**src/include/led_plane_pkg.sv**
```systemverilog
// constants, types and helper functions for the led intensity and plane block
package led_plane_pkg;
    localparam int CLK_NS          = 25;
    localparam int DIGIT_PERIOD_NS = 122000;
    localparam int SEC_NS          = 1000000000;
    localparam int STEPS           = 256;
    // least step length rounds down so a digit period never exceeds its figure
    localparam int STEP_CYC        = DIGIT_PERIOD_NS / (STEPS * CLK_NS);
    localparam logic [31:0] SEC_CYC_DEF = 32'(SEC_NS / CLK_NS);

    localparam logic [6:0] ADDR_PANEL  = 7'h02;
    localparam logic [6:0] ADDR_DIGIT0 = 7'h03;
    localparam logic [6:0] ADDR_DIGIT1 = 7'h04;
    localparam logic [6:0] ADDR_DRIVER = 7'h08;
    localparam logic [6:0] ADDR_PTR_LO = 7'h09;
    localparam logic [6:0] ADDR_PTR_HI = 7'h0a;
    localparam logic [6:0] ADDR_SEQ    = 7'h0b;
    localparam logic [6:0] ADDR_CONFIG = 7'h0d;
    localparam logic [6:0] ADDR_SCALE  = 7'h0e;

    localparam int CFG_DEPTH_BIT = 7;
    localparam int SEQ_FAST_BIT  = 7;
    localparam int SEQ_AUTO_BIT  = 6;
    localparam int SEQ_N_W       = 6;
    localparam int PTR_W         = 14;
    localparam int PTR_HI_W      = PTR_W - 8;
    localparam int FRAME_W       = 4;

    localparam logic [4:0] BITS_BYTE  = 5'h08;
    localparam logic [4:0] BITS_WORD  = 5'h10;
    localparam logic [4:0] BITS_SAT   = 5'h1f;
    localparam logic [7:0] PANEL_MIN_CODE = 8'h01;
    localparam logic [7:0] PANEL_MIN_ON   = 8'h02;
    localparam logic [7:0] BLANK_LEAD     = 8'h02;
    localparam logic [7:0] ON_MAX         = 8'hfc;
    localparam logic [7:0] STEP_LAST      = 8'hff;
    localparam logic [FRAME_W-1:0] FRAME_LAST = 4'hb;
    localparam logic [PTR_W-1:0]   PTR_ONE    = 14'h0001;
    localparam logic [1:0] LVL_FULL = 2'b11;
    localparam logic [1:0] LVL_HIGH = 2'b10;
    localparam logic [1:0] LVL_LOW  = 2'b01;

    typedef enum logic [1:0] {SEQ_MANUAL, SEQ_SLOW, SEQ_FAST} seq_mode_e;

    // on-time in steps: n/256 of the panel value, trimmed to keep the blanking
    function automatic logic [7:0] digit_duty(input logic [7:0] panel, input logic [7:0] n);
        logic [7:0]  on;
        logic [15:0] prod;
        on = (panel == PANEL_MIN_CODE) ? PANEL_MIN_ON : panel;
        prod = 16'(on) * 16'(n);
        digit_duty = (prod[15:8] > ON_MAX) ? ON_MAX : prod[15:8];
    endfunction : digit_duty

    // whether a two-bit level is lit in a frame of the twelve-frame cycle
    function automatic logic level_lit(input logic [1:0] lvl, input logic geo,
                                       input logic [FRAME_W-1:0] fr);
        logic [1:0] m3;
        m3 = 2'(fr % 4'h3);
        case (lvl)
            LVL_FULL: level_lit = 1'b1;
            LVL_HIGH: level_lit = geo ? ~fr[0] : (m3 != 2'b01);
            LVL_LOW:  level_lit = geo ? (fr[1:0] == 2'b01) : (m3 == 2'b01);
            default:  level_lit = 1'b0;
        endcase
    endfunction : level_lit
endpackage : led_plane_pkg

```
**src/rtl/serial_frame_port.sv**
```systemverilog
// four-wire serial slave: collects 8 and 16 bit transfers, answers reads
`timescale 1ns/1ps
module serial_frame_port
    import led_plane_pkg::*;
(
    input  wire logic       i_clk,
    input  wire logic       i_rst_b,
    input  wire logic       i_ce,
    input  wire logic       i_cs_b,
    input  wire logic       i_sclk,
    input  wire logic       i_sdi,
    input  wire logic [7:0] i_rd_data,
    output logic      [6:0] o_rd_addr,
    output logic            o_wr_stb,
    output logic      [6:0] o_wr_addr,
    output logic      [7:0] o_wr_data,
    output logic            o_byte_stb,
    output logic            o_sdo
);
    import led_plane_pkg::*;

    logic [15:0] shift_reg;
    logic [7:0]  out_reg;
    logic [4:0]  cnt_reg;
    logic        sclk_reg;
    logic        cs_reg;
    logic        rise;
    logic        fall;
    logic        cs_end;

    assign rise      = i_sclk & ~sclk_reg;
    assign fall      = ~i_sclk & sclk_reg;
    assign cs_end    = i_cs_b & ~cs_reg;
    assign o_rd_addr = shift_reg[6:0];
    assign o_wr_addr = shift_reg[14:8];
    assign o_wr_data = shift_reg[7:0];

    always_ff @(posedge i_clk) begin
        if (!i_rst_b) begin
            sclk_reg <= 1'b0;
            cs_reg   <= 1'b1;
        end else if (i_ce) begin
            sclk_reg <= i_sclk;
            cs_reg   <= i_cs_b;
        end
    end

    always_ff @(posedge i_clk) begin
        if (!i_rst_b) begin
            shift_reg <= 16'h0000;
            cnt_reg   <= 5'h00;
        end else if (i_ce) begin
            if (i_cs_b) begin
                cnt_reg <= 5'h00;
            end else if (rise) begin
                shift_reg <= {shift_reg[14:0], i_sdi};
                if (cnt_reg != BITS_SAT) begin
                    cnt_reg <= cnt_reg + 5'h01;
                end
            end
        end
    end

    // commit only when chip select closes a whole transfer
    always_ff @(posedge i_clk) begin
        if (!i_rst_b) begin
            o_wr_stb   <= 1'b0;
            o_byte_stb <= 1'b0;
        end else if (i_ce) begin
            o_wr_stb   <= cs_end && cnt_reg == BITS_WORD && !shift_reg[15];
            o_byte_stb <= cs_end && cnt_reg == BITS_BYTE;
        end
    end

    // header bit 7 set asks for read data in the second byte
    always_ff @(posedge i_clk) begin
        if (!i_rst_b) begin
            out_reg <= 8'h00;
            o_sdo   <= 1'b0;
        end else if (i_ce) begin
            if (!i_cs_b && fall && cnt_reg == BITS_BYTE && shift_reg[7]) begin
                out_reg <= {i_rd_data[6:0], 1'b0};
                o_sdo   <= i_rd_data[7];
            end else if (!i_cs_b && fall && cnt_reg > BITS_BYTE) begin
                out_reg <= {out_reg[6:0], 1'b0};
                o_sdo   <= out_reg[7];
            end else if (i_cs_b) begin
                o_sdo <= 1'b0;
            end
        end
    end
endmodule : serial_frame_port

```
**src/rtl/led_intensity_plane_control.sv**
```systemverilog
// panel brightness pwm, digit scaling, pixel graduation and plane sequencing
//
// Behaviour
// - panel brightness register at 0x02 sets pwm
// - panel code 0x01 gives 2/256, 0xFF 255/256
// - separate intensity register for each digit
// - digit on-time is n/256 of panel value
// - effective digit duty never above 252/256
// - at least 4/256 of period blanked
// - depth bit: four one-bit or two two-bit planes
// - reduced variant: depth bit reads zero, ignores writes
// - two-bit levels: arithmetic or geometric graduation
// - graduation chosen separately per digit
// - driver select register at 0x08, any value
// - 14-bit memory pointer at 0x09 and 0x0A
// - 0x0B: fast bit, auto bit, six-bit setting
// - manual: low bits pick plane per depth
// - auto slow: one plane every n seconds
// - auto fast: n planes every second
// - digit registers at 0x03 and 0x04
// - two-bit levels made by frame modulation
// - driver select names driver answering reads; the block answers every read, the value only drives o_driver_select
// - pointer increments per byte, wraps to zero
`timescale 1ns/1ps
module led_intensity_plane_control
    import led_plane_pkg::*;
#(
    parameter logic [31:0] SEC_CYC          = led_plane_pkg::SEC_CYC_DEF,
    parameter bit          REDUCED_FEATURES = 1'b0
) (
    input  wire logic                           i_clk,
    input  wire logic                           i_rst_b,
    input  wire logic                           i_ce,
    input  wire logic                           i_cs_b,
    input  wire logic                           i_sclk,
    input  wire logic                           i_sdi,
    output logic                                o_sdo,
    output logic                          [1:0] o_digit_on,
    output logic                          [3:0] o_lit_d0,
    output logic                          [3:0] o_lit_d1,
    output logic                          [1:0] o_plane,
    output logic                                o_plane_depth,
    output logic                          [7:0] o_driver_select,
    output logic                                o_plane_step,
    output logic                                o_mem_wr,
    output logic [led_plane_pkg::PTR_W-1:0]     o_mem_addr,
    output logic                          [7:0] o_mem_data
);
    import led_plane_pkg::*;

    logic [6:0]       rd_addr;
    logic             wr_stb;
    logic [6:0]       wr_addr;
    logic [7:0]       wr_data;
    logic             byte_stb;
    logic [7:0]       rd_data;
    logic [7:0]       panel_reg;
    logic [7:0]       dig0_reg;
    logic [7:0]       dig1_reg;
    logic [7:0]       driver_reg;
    logic [PTR_W-1:0] ptr_reg;
    logic [7:0]       seq_reg;
    logic             depth_reg;
    logic [1:0]       scale_reg;
    logic [1:0]       plane_reg;
    logic [31:0]      acc_reg;
    logic [31:0]      acc_next;
    logic [31:0]      acc_inc;
    logic [31:0]      acc_thr;
    logic [7:0]       cyc_reg;
    logic [7:0]       step_reg;
    logic             digit_reg;
    logic [FRAME_W-1:0] frame_reg;
    logic [7:0]       duty0;
    logic [7:0]       duty1;
    logic [SEQ_N_W-1:0] seq_n;
    logic             seq_wr;
    logic             cfg_wr;
    seq_mode_e        mode;

    serial_frame_port serial_frame_port_i (
        .i_clk      (i_clk),
        .i_rst_b    (i_rst_b),
        .i_ce       (i_ce),
        .i_cs_b     (i_cs_b),
        .i_sclk     (i_sclk),
        .i_sdi      (i_sdi),
        .i_rd_data  (rd_data),
        .o_rd_addr  (rd_addr),
        .o_wr_stb   (wr_stb),
        .o_wr_addr  (wr_addr),
        .o_wr_data  (wr_data),
        .o_byte_stb (byte_stb),
        .o_sdo      (o_sdo)
    );

    assign seq_wr = i_ce && wr_stb && wr_addr == ADDR_SEQ;
    assign cfg_wr = i_ce && wr_stb && wr_addr == ADDR_CONFIG;
    assign seq_n  = seq_reg[SEQ_N_W-1:0];

    // read-back mux; the plane bits of the config register are read only
    always_comb begin
        case (rd_addr)
            ADDR_PANEL:  rd_data = panel_reg;
            ADDR_DIGIT0: rd_data = dig0_reg;
            ADDR_DIGIT1: rd_data = dig1_reg;
            ADDR_DRIVER: rd_data = driver_reg;
            ADDR_PTR_LO: rd_data = ptr_reg[7:0];
            ADDR_PTR_HI: rd_data = {2'b00, ptr_reg[PTR_W-1:8]};
            ADDR_SEQ:    rd_data = seq_reg;
            ADDR_CONFIG: rd_data = {depth_reg, 3'b000, plane_reg, 2'b00};
            ADDR_SCALE:  rd_data = {6'b00_0000, scale_reg};
            default:     rd_data = 8'h00;
        endcase
    end

    // brightness and scaling registers change only at a transfer's close
    always_ff @(posedge i_clk) begin
        if (!i_rst_b) begin
            panel_reg  <= 8'h00;
            dig0_reg   <= 8'h00;
            dig1_reg   <= 8'h00;
            driver_reg <= 8'h00;
            scale_reg  <= 2'b00;
        end else if (i_ce && wr_stb) begin
            case (wr_addr)
                ADDR_PANEL:  panel_reg  <= wr_data;
                ADDR_DIGIT0: dig0_reg   <= wr_data;
                ADDR_DIGIT1: dig1_reg   <= wr_data;
                ADDR_DRIVER: driver_reg <= wr_data;
                ADDR_SCALE:  scale_reg  <= wr_data[1:0];
                default: ;
            endcase
        end
    end

    always_ff @(posedge i_clk) begin
        if (!i_rst_b) begin
            depth_reg <= 1'b0;
        end else if (cfg_wr) begin
            depth_reg <= REDUCED_FEATURES ? 1'b0 : wr_data[CFG_DEPTH_BIT];
        end
    end

    // display memory pointer: register writes, then a step per data byte
    always_ff @(posedge i_clk) begin
        if (!i_rst_b) begin
            ptr_reg    <= '0;
            o_mem_wr   <= 1'b0;
            o_mem_addr <= '0;
            o_mem_data <= 8'h00;
        end else if (i_ce) begin
            o_mem_wr <= byte_stb;
            if (byte_stb) begin
                o_mem_addr <= ptr_reg;
                o_mem_data <= wr_data;
                ptr_reg    <= ptr_reg + PTR_ONE;
            end else if (wr_stb && wr_addr == ADDR_PTR_LO) begin
                ptr_reg[7:0] <= wr_data;
            end else if (wr_stb && wr_addr == ADDR_PTR_HI) begin
                ptr_reg[PTR_W-1:8] <= wr_data[PTR_HI_W-1:0];
            end
        end
    end

    // plane sequencer mode from the fast and auto bits
    always_comb begin
        if (!seq_reg[SEQ_AUTO_BIT]) begin
            mode = SEQ_MANUAL;
        end else if (seq_reg[SEQ_FAST_BIT]) begin
            mode = SEQ_FAST;
        end else begin
            mode = SEQ_SLOW;
        end
    end

    // fast adds n per cycle against one second; slow adds one against n seconds
    always_comb begin
        case (mode)
            SEQ_FAST: begin
                acc_inc = 32'(seq_n);
                acc_thr = SEC_CYC;
            end
            SEQ_SLOW: begin
                acc_inc = 32'h0000_0001;
                acc_thr = 32'(32'(seq_n) * SEC_CYC);
            end
            default: begin
                acc_inc = 32'h0000_0000;
                acc_thr = SEC_CYC;
            end
        endcase
        acc_next = acc_reg + acc_inc;
    end

    always_ff @(posedge i_clk) begin
        if (!i_rst_b) begin
            seq_reg <= 8'h00;
        end else if (seq_wr) begin
            seq_reg <= wr_data;
        end
    end

    always_ff @(posedge i_clk) begin
        if (!i_rst_b) begin
            plane_reg    <= 2'b00;
            acc_reg      <= 32'h0000_0000;
            o_plane_step <= 1'b0;
        end else if (i_ce) begin
            o_plane_step <= 1'b0;
            if (seq_wr) begin
                acc_reg <= 32'h0000_0000;
                if (wr_data[SEQ_AUTO_BIT]) begin
                    plane_reg <= 2'b00;
                end else if (depth_reg) begin
                    plane_reg <= {1'b0, wr_data[0]};
                end else begin
                    plane_reg <= wr_data[1:0];
                end
            end else if (cfg_wr && !REDUCED_FEATURES && wr_data[CFG_DEPTH_BIT]) begin
                plane_reg <= {1'b0, plane_reg[0]};
            end else if (mode != SEQ_MANUAL && seq_n != '0) begin
                if (acc_next >= acc_thr) begin
                    acc_reg      <= acc_next - acc_thr;
                    o_plane_step <= 1'b1;
                    plane_reg    <= depth_reg ? {1'b0, ~plane_reg[0]} : plane_reg + 2'b01;
                end else begin
                    acc_reg <= acc_next;
                end
            end
        end
    end

    // scan timing: 256 steps per digit period, two digits per frame
    always_ff @(posedge i_clk) begin
        if (!i_rst_b) begin
            cyc_reg   <= 8'h00;
            step_reg  <= 8'h00;
            digit_reg <= 1'b0;
            frame_reg <= '0;
        end else if (i_ce) begin
            if (cyc_reg == 8'(STEP_CYC - 1)) begin
                cyc_reg  <= 8'h00;
                step_reg <= step_reg + 8'h01;
                if (step_reg == STEP_LAST) begin
                    digit_reg <= ~digit_reg;
                    if (digit_reg) begin
                        frame_reg <= (frame_reg == FRAME_LAST) ? '0 : frame_reg + 4'h1;
                    end
                end
            end else begin
                cyc_reg <= cyc_reg + 8'h01;
            end
        end
    end

    assign duty0 = digit_duty(panel_reg, dig0_reg);
    assign duty1 = digit_duty(panel_reg, dig1_reg);

    // lit window starts after the lead blank so both ends stay dark
    always_ff @(posedge i_clk) begin
        if (!i_rst_b) begin
            o_digit_on <= 2'b00;
        end else if (i_ce) begin
            o_digit_on[0] <= !digit_reg && step_reg >= BLANK_LEAD
                             && step_reg < BLANK_LEAD + duty0;
            o_digit_on[1] <= digit_reg && step_reg >= BLANK_LEAD
                             && step_reg < BLANK_LEAD + duty1;
        end
    end

    // per-level lit flags for this frame; one-bit mode is plain on or off
    always_ff @(posedge i_clk) begin
        if (!i_rst_b) begin
            o_lit_d0 <= 4'h0;
            o_lit_d1 <= 4'h0;
        end else if (i_ce) begin
            for (int l = 0; l < 4; l++) begin
                if (depth_reg) begin
                    o_lit_d0[l] <= level_lit(2'(l), scale_reg[0], frame_reg);
                    o_lit_d1[l] <= level_lit(2'(l), scale_reg[1], frame_reg);
                end else begin
                    o_lit_d0[l] <= l[0];
                    o_lit_d1[l] <= l[0];
                end
            end
        end
    end

    assign o_plane         = plane_reg;
    assign o_plane_depth   = depth_reg;
    assign o_driver_select = driver_reg;

    // per-frame lit patterns of the two-bit levels, bit k for frame k
    localparam logic [11:0] ARITH_HIGH = 12'hb6d;
    localparam logic [11:0] ARITH_LOW  = 12'h492;
    localparam logic [11:0] GEO_HIGH   = 12'h555;
    localparam logic [11:0] GEO_LOW    = 12'h222;
endmodule : led_intensity_plane_control

```
**config.mk**
```make
export PLATFORM = sky130hd
export DESIGN_NAME = led_intensity_plane_control
export DESIGN_NICKNAME = d
export VERILOG_FILES = /design/src/include/led_plane_pkg.sv /design/src/rtl/serial_frame_port.sv /design/src/rtl/led_intensity_plane_control.sv
export SDC_FILE = /design/constraint.sdc
export NUM_CORES = 1
export LEC_CHECK = 0
export ABC_AREA = 1
export BUFFER_PORTS_ARGS = -buffer_cell sky130_fd_sc_hd__buf_4
export CAP_MARGIN = 10
export CORE_ASPECT_RATIO = 0.8
export CORE_UTILIZATION = 60
export CTS_CLUSTER_SIZE = 16
export DETAILED_ROUTE_END_ITERATION = 8
export PLACE_DENSITY = 0.75
export SYNTH_ARGS = -nofsm -noshare
export SYNTH_HDL_FRONTEND = slang
export SYNTH_SLANG_ARGS = --single-unit
```
**constraint.sdc**
```tcl
create_clock -name i_clk -period 13.8 [get_ports i_clk]
set_clock_uncertainty 0.05 [all_clocks]
set_input_delay 2.07 -clock i_clk [delete_from_list [all_inputs] [get_ports i_clk]]
set_output_delay 2.07 -clock i_clk [all_outputs]
set_load 0.05 [all_outputs]
```
* Word-level counts from Yosys, hierarchy flattened *
Index checks and enable logic that the tools add are counted.

storage, ports and cells
  flip-flop bits (word level) = 178
  output and inout port bits = 46
  word-level logic and storage cells = 190

cells by class
  add/sub/neg operators = 10
  $mul = 3
  divide/modulo/power cells = 1
  $lt $le $gt $ge = 7
  equal/unequal tests = 32
  muxes and demuxes = 45
  bitwise gates (word level) = 10
  reductions and logical operators = 51

operator list
  cell                                                                    number
  32-bit two-way mux                                                      5
  7-bit by 4-bit equality test with 1-bit output (second input constant)  12
  8-bit one-hot mux with 9 select lines                                   1
  8-bit two-way mux                                                       7
  32-bit adder                                                            1
  32-bit greater-or-equal comparator                                      1
  8-bit by 8-bit multiplier with 16-bit output                            2
  32-bit subtractor                                                       1
  7-bit by 2-bit equality test with 1-bit output (second input constant)  4
  6-bit by 17-bit multiplier with 23-bit output (second input constant)   1
  2-bit AND reduction                                                     10
  1-bit logical AND                                                       18
  2-bit two-way mux                                                       9
  3-bit AND reduction                                                     6
  2-bit by 8-bit adder with 8-bit output (first input constant)           2
  8-bit by 1-bit adder with 8-bit output (second input constant)          2
  8-bit greater-than comparator (second input constant)                   2
  8-bit < comparator                                                      2
  2-bit nonzero test                                                      8
  1-bit two-way mux                                                       15
  5-bit two-way mux                                                       3
  14-bit by 1-bit adder with 14-bit output (second input constant)        1
  7-bit by 3-bit equality test with 1-bit output (second input constant)  2
  14-bit two-way mux                                                      1
  other kinds (26)                                                        43

* Longest topological paths before layout *
  word-level depth = 10
  depth in mapped cells = 41

* Cells and area by module *
From an unflattened synthesis, not the netlist that was laid out.

unflattened totals
  cell total of the unflattened synthesis = 2,361
  area, all modules = 16,463.3 um^2

modules (own cells, without submodules)
  module                       instances  cells an instance  area an instance (um^2)
  led_intensity_plane_control  1          2,142              14,874.3
  serial_frame_port            1          219                1,589.0

* Worst setup path before layout *
No wires, ideal clock.

  path type = reg2reg
  start = register panel_reg[5]
  end = register o_digit_on[0]
  library setup time = 0.131 ns
  arrival = 5.743 ns
  setup slack = 7.877 ns
  stages on the path, launching flop included = 35
  buffers on the path = 2
  period minus slack after synthesis = 5.923 ns
  cells stage by stage = dfxtp_1 > buf_6 > inv_4 > nand2_1 > nor2_2 > nand2_2 > nand2_2 > inv_1 > clkbuf_1 > nor2_1 > fa_1 > fa_1 > fa_1 > inv_1 > fa_1 > inv_1 > ha_1 > a21oi_1 > o21ai_0 > a21oi_1 > nand2_1 > xor2_2 > nand2_1 > nor2_1 > nand3_1 > nand2_2 > nor2_2 > nand3_1 > o21ai_1 > inv_1 > ha_1 > nand2_1 > o221a_2 > nand2_1 > a21oi_2

on the way
  word-level cells in the longest chain between the ends = 8

ends and longest elaborated chain
  element                                         RTL line                            RTL
  start, declared                                 led_intensity_plane_control.sv:57   logic [7:0] panel_reg;
  start signal, assigned                          led_intensity_plane_control.sv:127  ADDR_PANEL: panel_reg <= wr_data;
  8-bit by 1-bit equality test with 1-bit output  led_plane_pkg.sv:49                 on = (panel == PANEL_MIN_CODE) ? PANEL_MIN_ON : panel;
  8-bit two-way mux *                             led_plane_pkg.sv:49
  8-bit by 8-bit multiplier with 16-bit output *  led_plane_pkg.sv:50                 prod = 16'(on) * 16'(n);
  8-bit greater-than comparator                   led_plane_pkg.sv:51                 digit_duty = (prod[15:8] > ON_MAX) ? ON_MAX : prod[15:8];
  8-bit two-way mux *                             led_plane_pkg.sv:51
  2-bit by 8-bit adder with 8-bit output *        led_intensity_plane_control.sv:266  && step_reg < BLANK_LEAD + duty0;
  8-bit < comparator *                            led_intensity_plane_control.sv:266
  1-bit logical AND *                             led_intensity_plane_control.sv:266
  end signal, assigned                            led_intensity_plane_control.sv:265  o_digit_on[0] <= !digit_reg && step_reg >= BLANK_LEAD
  end, declared                                   led_intensity_plane_control.sv:38   output logic [1:0] o_digit_on,

Every way passes the cells marked *; elsewhere a longest branch is shown, timed or not.
A chain may end at the register's enable or synchronous reset.

* Worst setup path in the final report *
  start = register panel_reg[7]
  end = register o_digit_on[0]

Same word-level chain as after synthesis.

==> impl_metrics.toml <==
[sta]
finalSetupViolations = 0
worst_pin_slew_ps = 1069
max_freq_mhz = 143.0
slew_headroom_pct = 28.64
rsz0062_at_grt = "no"
finalCritPeriodShare_pct = 50.67
setup_tns_ps = 0
hold_viol = 0
min_period_ps = 6993
slew_viol_final = 0

[placed_design]
gp_congestion = 0.9925
io_buffers = 49
hpwl_um = 36630

[synthesis]
yosysUniqueCellTypes = 66
yosys_warnings = 0
async_flop_share_pct = 0
synth_top_cell_by_area = "dfxtp_1"
syn_area_um2 = 16400
synth_top_flop_cell = "dfxtp_1"
syn_area_per_cell_um2 = 6.942
synthCells = 2363
yosys-top-cells-area = "dfxtp_1, ha_1, fa_1"
synth_seq_cells = 176
synth_edf_count = 0
seq_area_frac_synth_pct = 21.48
yosysTopAreaCellShare_pct = 21.48

[critical_path]
crit_type = "reg2reg"
ff2ff_path_depth = 32
slowest_stage = "dfxtp_1"
crit_buf_inv = 6
cp-end-kind = "flip-flop"
r2r-start = "panel_reg[7]"
reg2reg_to = "o_digit_on[0]"
critPathLaunchType = "flip-flop"
crit_start = "panel_reg[7]"
cpLargestDelayFamily = "adder cells"
cpMostUsedCell = "nand2_1"
slowest_delay_ps = 840
worstPathRequired_ps = 14060
reg2reg_slack_ps = 6810
worst-endpoint-arrival_ps = 7250
crit_fanout = 18

[cells_and_area]
nets = 2614
layout_commonest_cell = "inv_1"
largest_reg_flops = 32
layout_common_cells = "inv_1, nand2_1, a21oi_1, nor2_1, dfxtp_1"
fin_util_pct = 65.71
areaGrowthSynthToFinish_pct = 6.530
layout-drive-gt1-share_pct = 6.582
antenna_cells = 0

[global_routing]
antenna_found_initial = 2
grt_usage_pct = 34.13
grt_pass1_vias = 14220
grt_max_degree = 83
grt_pass1_wl_um = 75630
grt.overflow.total = 0

[route]
drt_wl_total_um = 46700
vias = 15690
drtAntennaViolNets = 0
routedWlPerCell_um = 17.13
via_per_inst = 5.752
drt_iter0_drc = 1720
drtPass1Iterations = 7
drcViolationCount = 0

[pwr]
leakagePower_nw = 8.795
irDropWorstVdd_uv = 94.12
total_power_mw = 1.063
power.density_nw_per_um2 = 60.81

[floorplanning]
fp.dieW_um = 186.9
rows = 53
die_area_um2 = 28010
io_pins = 52
core-area_um2 = 26590
start_util_pct = 61.69
fp.dieH_um = 149.9

[min_path]
hold_end = "serial_frame_port_i.shift_reg[15]"
holdPathStages = 2
min_path_type = "reg2reg"
hp-start = "serial_frame_port_i.shift_reg[15]"

[clocking]
cts_tree = "done"
cts_buffers = 17
clkSlewWorstSetupHoldPaths_ps = 70
clockRootBuffer = "clkbuf_16"
clk_path_buf_depth = 2
cts-hold-fix-buffers = 0
postCtsSetupRepairBufs = 0
ctsResizeCount = 0
htree_levels = 4
clock_sinks = 176
clock_latency_ps = 450

[run_status]
status = "finished clean"

[run]
drv_cap = 0
## layout make-up
| type | instances | area (um2) |
|---|---|---|
| clock inverter | 14 | 157.7 |
| clock buffer | 18 | 439.2 |
| tap | 357 | 446.7 |
| sequential | 176 | 3523 |
| multi-input combinational | 1656 | 10800 |
| timing repair buffer | 54 | 405.4 |
| inverter | 452 | 1702 |
| fill | 2430 | 9117 |
## cells by family (layout without fill, tap and decap cells)
kind of cell             count (synthesis)  in the layout  synth area share, %
adder cells (fa/ha/maj)                251            251                22.90
other                                    1              2              0.02286
AND/OR/NAND/NOR                        794            794                20.81
flip-flops                             176            176                21.48
buffers and inverters                  532            538                12.73
XOR/XNOR                                65             65                3.562
AO/OA/AOI/OAI                          544            544                18.50
## where the power goes
group	switching [mW]	internal, mW	total (mW)
sequential	0.00590	0.512	0.518
clock	0.228	0.274	0.502
combinational	0.0327	0.00995	0.0426
## worst reg2reg max path: cells and delay by family (launching register included)
| kind | cells | cell delay, ps |
|---|---|---|
| AND/OR/NAND/NOR | 14 | 1530 |
| flip-flops | 1 | 840 |
| adder cells (fa/ha/maj) | 6 | 2800 |
| AO/OA/AOI/OAI | 6 | 1230 |
| buffers and inverters | 6 | 420 |
## worst max-delay path by stage
stage	endpoint	slack, ps	cells after the start
4_1_cts	o_digit_on[0]	6910	32
6_report	o_digit_on[0]	6810	32
3_5_place_dp	o_digit_on[0]	6920	32
3_3_place_gp	o_digit_on[0]	7040	32
2_1_floorplan	o_digit_on[0]	7880	34
5_1_grt	o_digit_on[1]	6350	32
## cells in the mapped netlist (8+ instances only)
| cell type | number |
|---|---|
| a211oi_1 | 14 |
| o21ai_1 | 18 |
| inv_1 | 437 |
| nand3_1 | 76 |
| xnor2_1 | 23 |
| dfxtp_1 | 176 |
| nand4_1 | 19 |
| o22ai_1 | 20 |
| nand2_1 | 418 |
| nor4_1 | 11 |
| buf_4 | 10 |
| ha_1 | 169 |
| nor3_1 | 38 |
| o21ai_0 | 161 |
| xor2_1 | 40 |
| o21bai_1 | 8 |
| clkbuf_1 | 60 |
| a21o_1 | 8 |
| nand2_2 | 18 |
| nor2_1 | 176 |
| inv_2 | 8 |
| a21oi_1 | 254 |
| o211ai_1 | 18 |
| fa_1 | 82 |
## stage by stage
step	hold slack [ps]	instance area, um2	setup WS [ps]	cells
after floorplan	379.9	16410	7877	2364
after global placement	400.7	16880	7044	2695
after detailed placement	403.0	16880	6925	2695
after CTS	413.4	17470	6908	2727
after global routing	448.6	17470	6347	2727
final	417.5	17470	6807	2727
## routing by layer
layer	part of all wire (%)	track usage (%)	routed length, um	vias up
li1	-	-	-	7629
met1	50	53.43	23230	7286
met2	39	48.02	18430	709
met3	9.7	6.707	4541	60
met4	1.0	5.779	487	2
met5	0.036	0	17	-
Power figures use the tool's default switching activity.
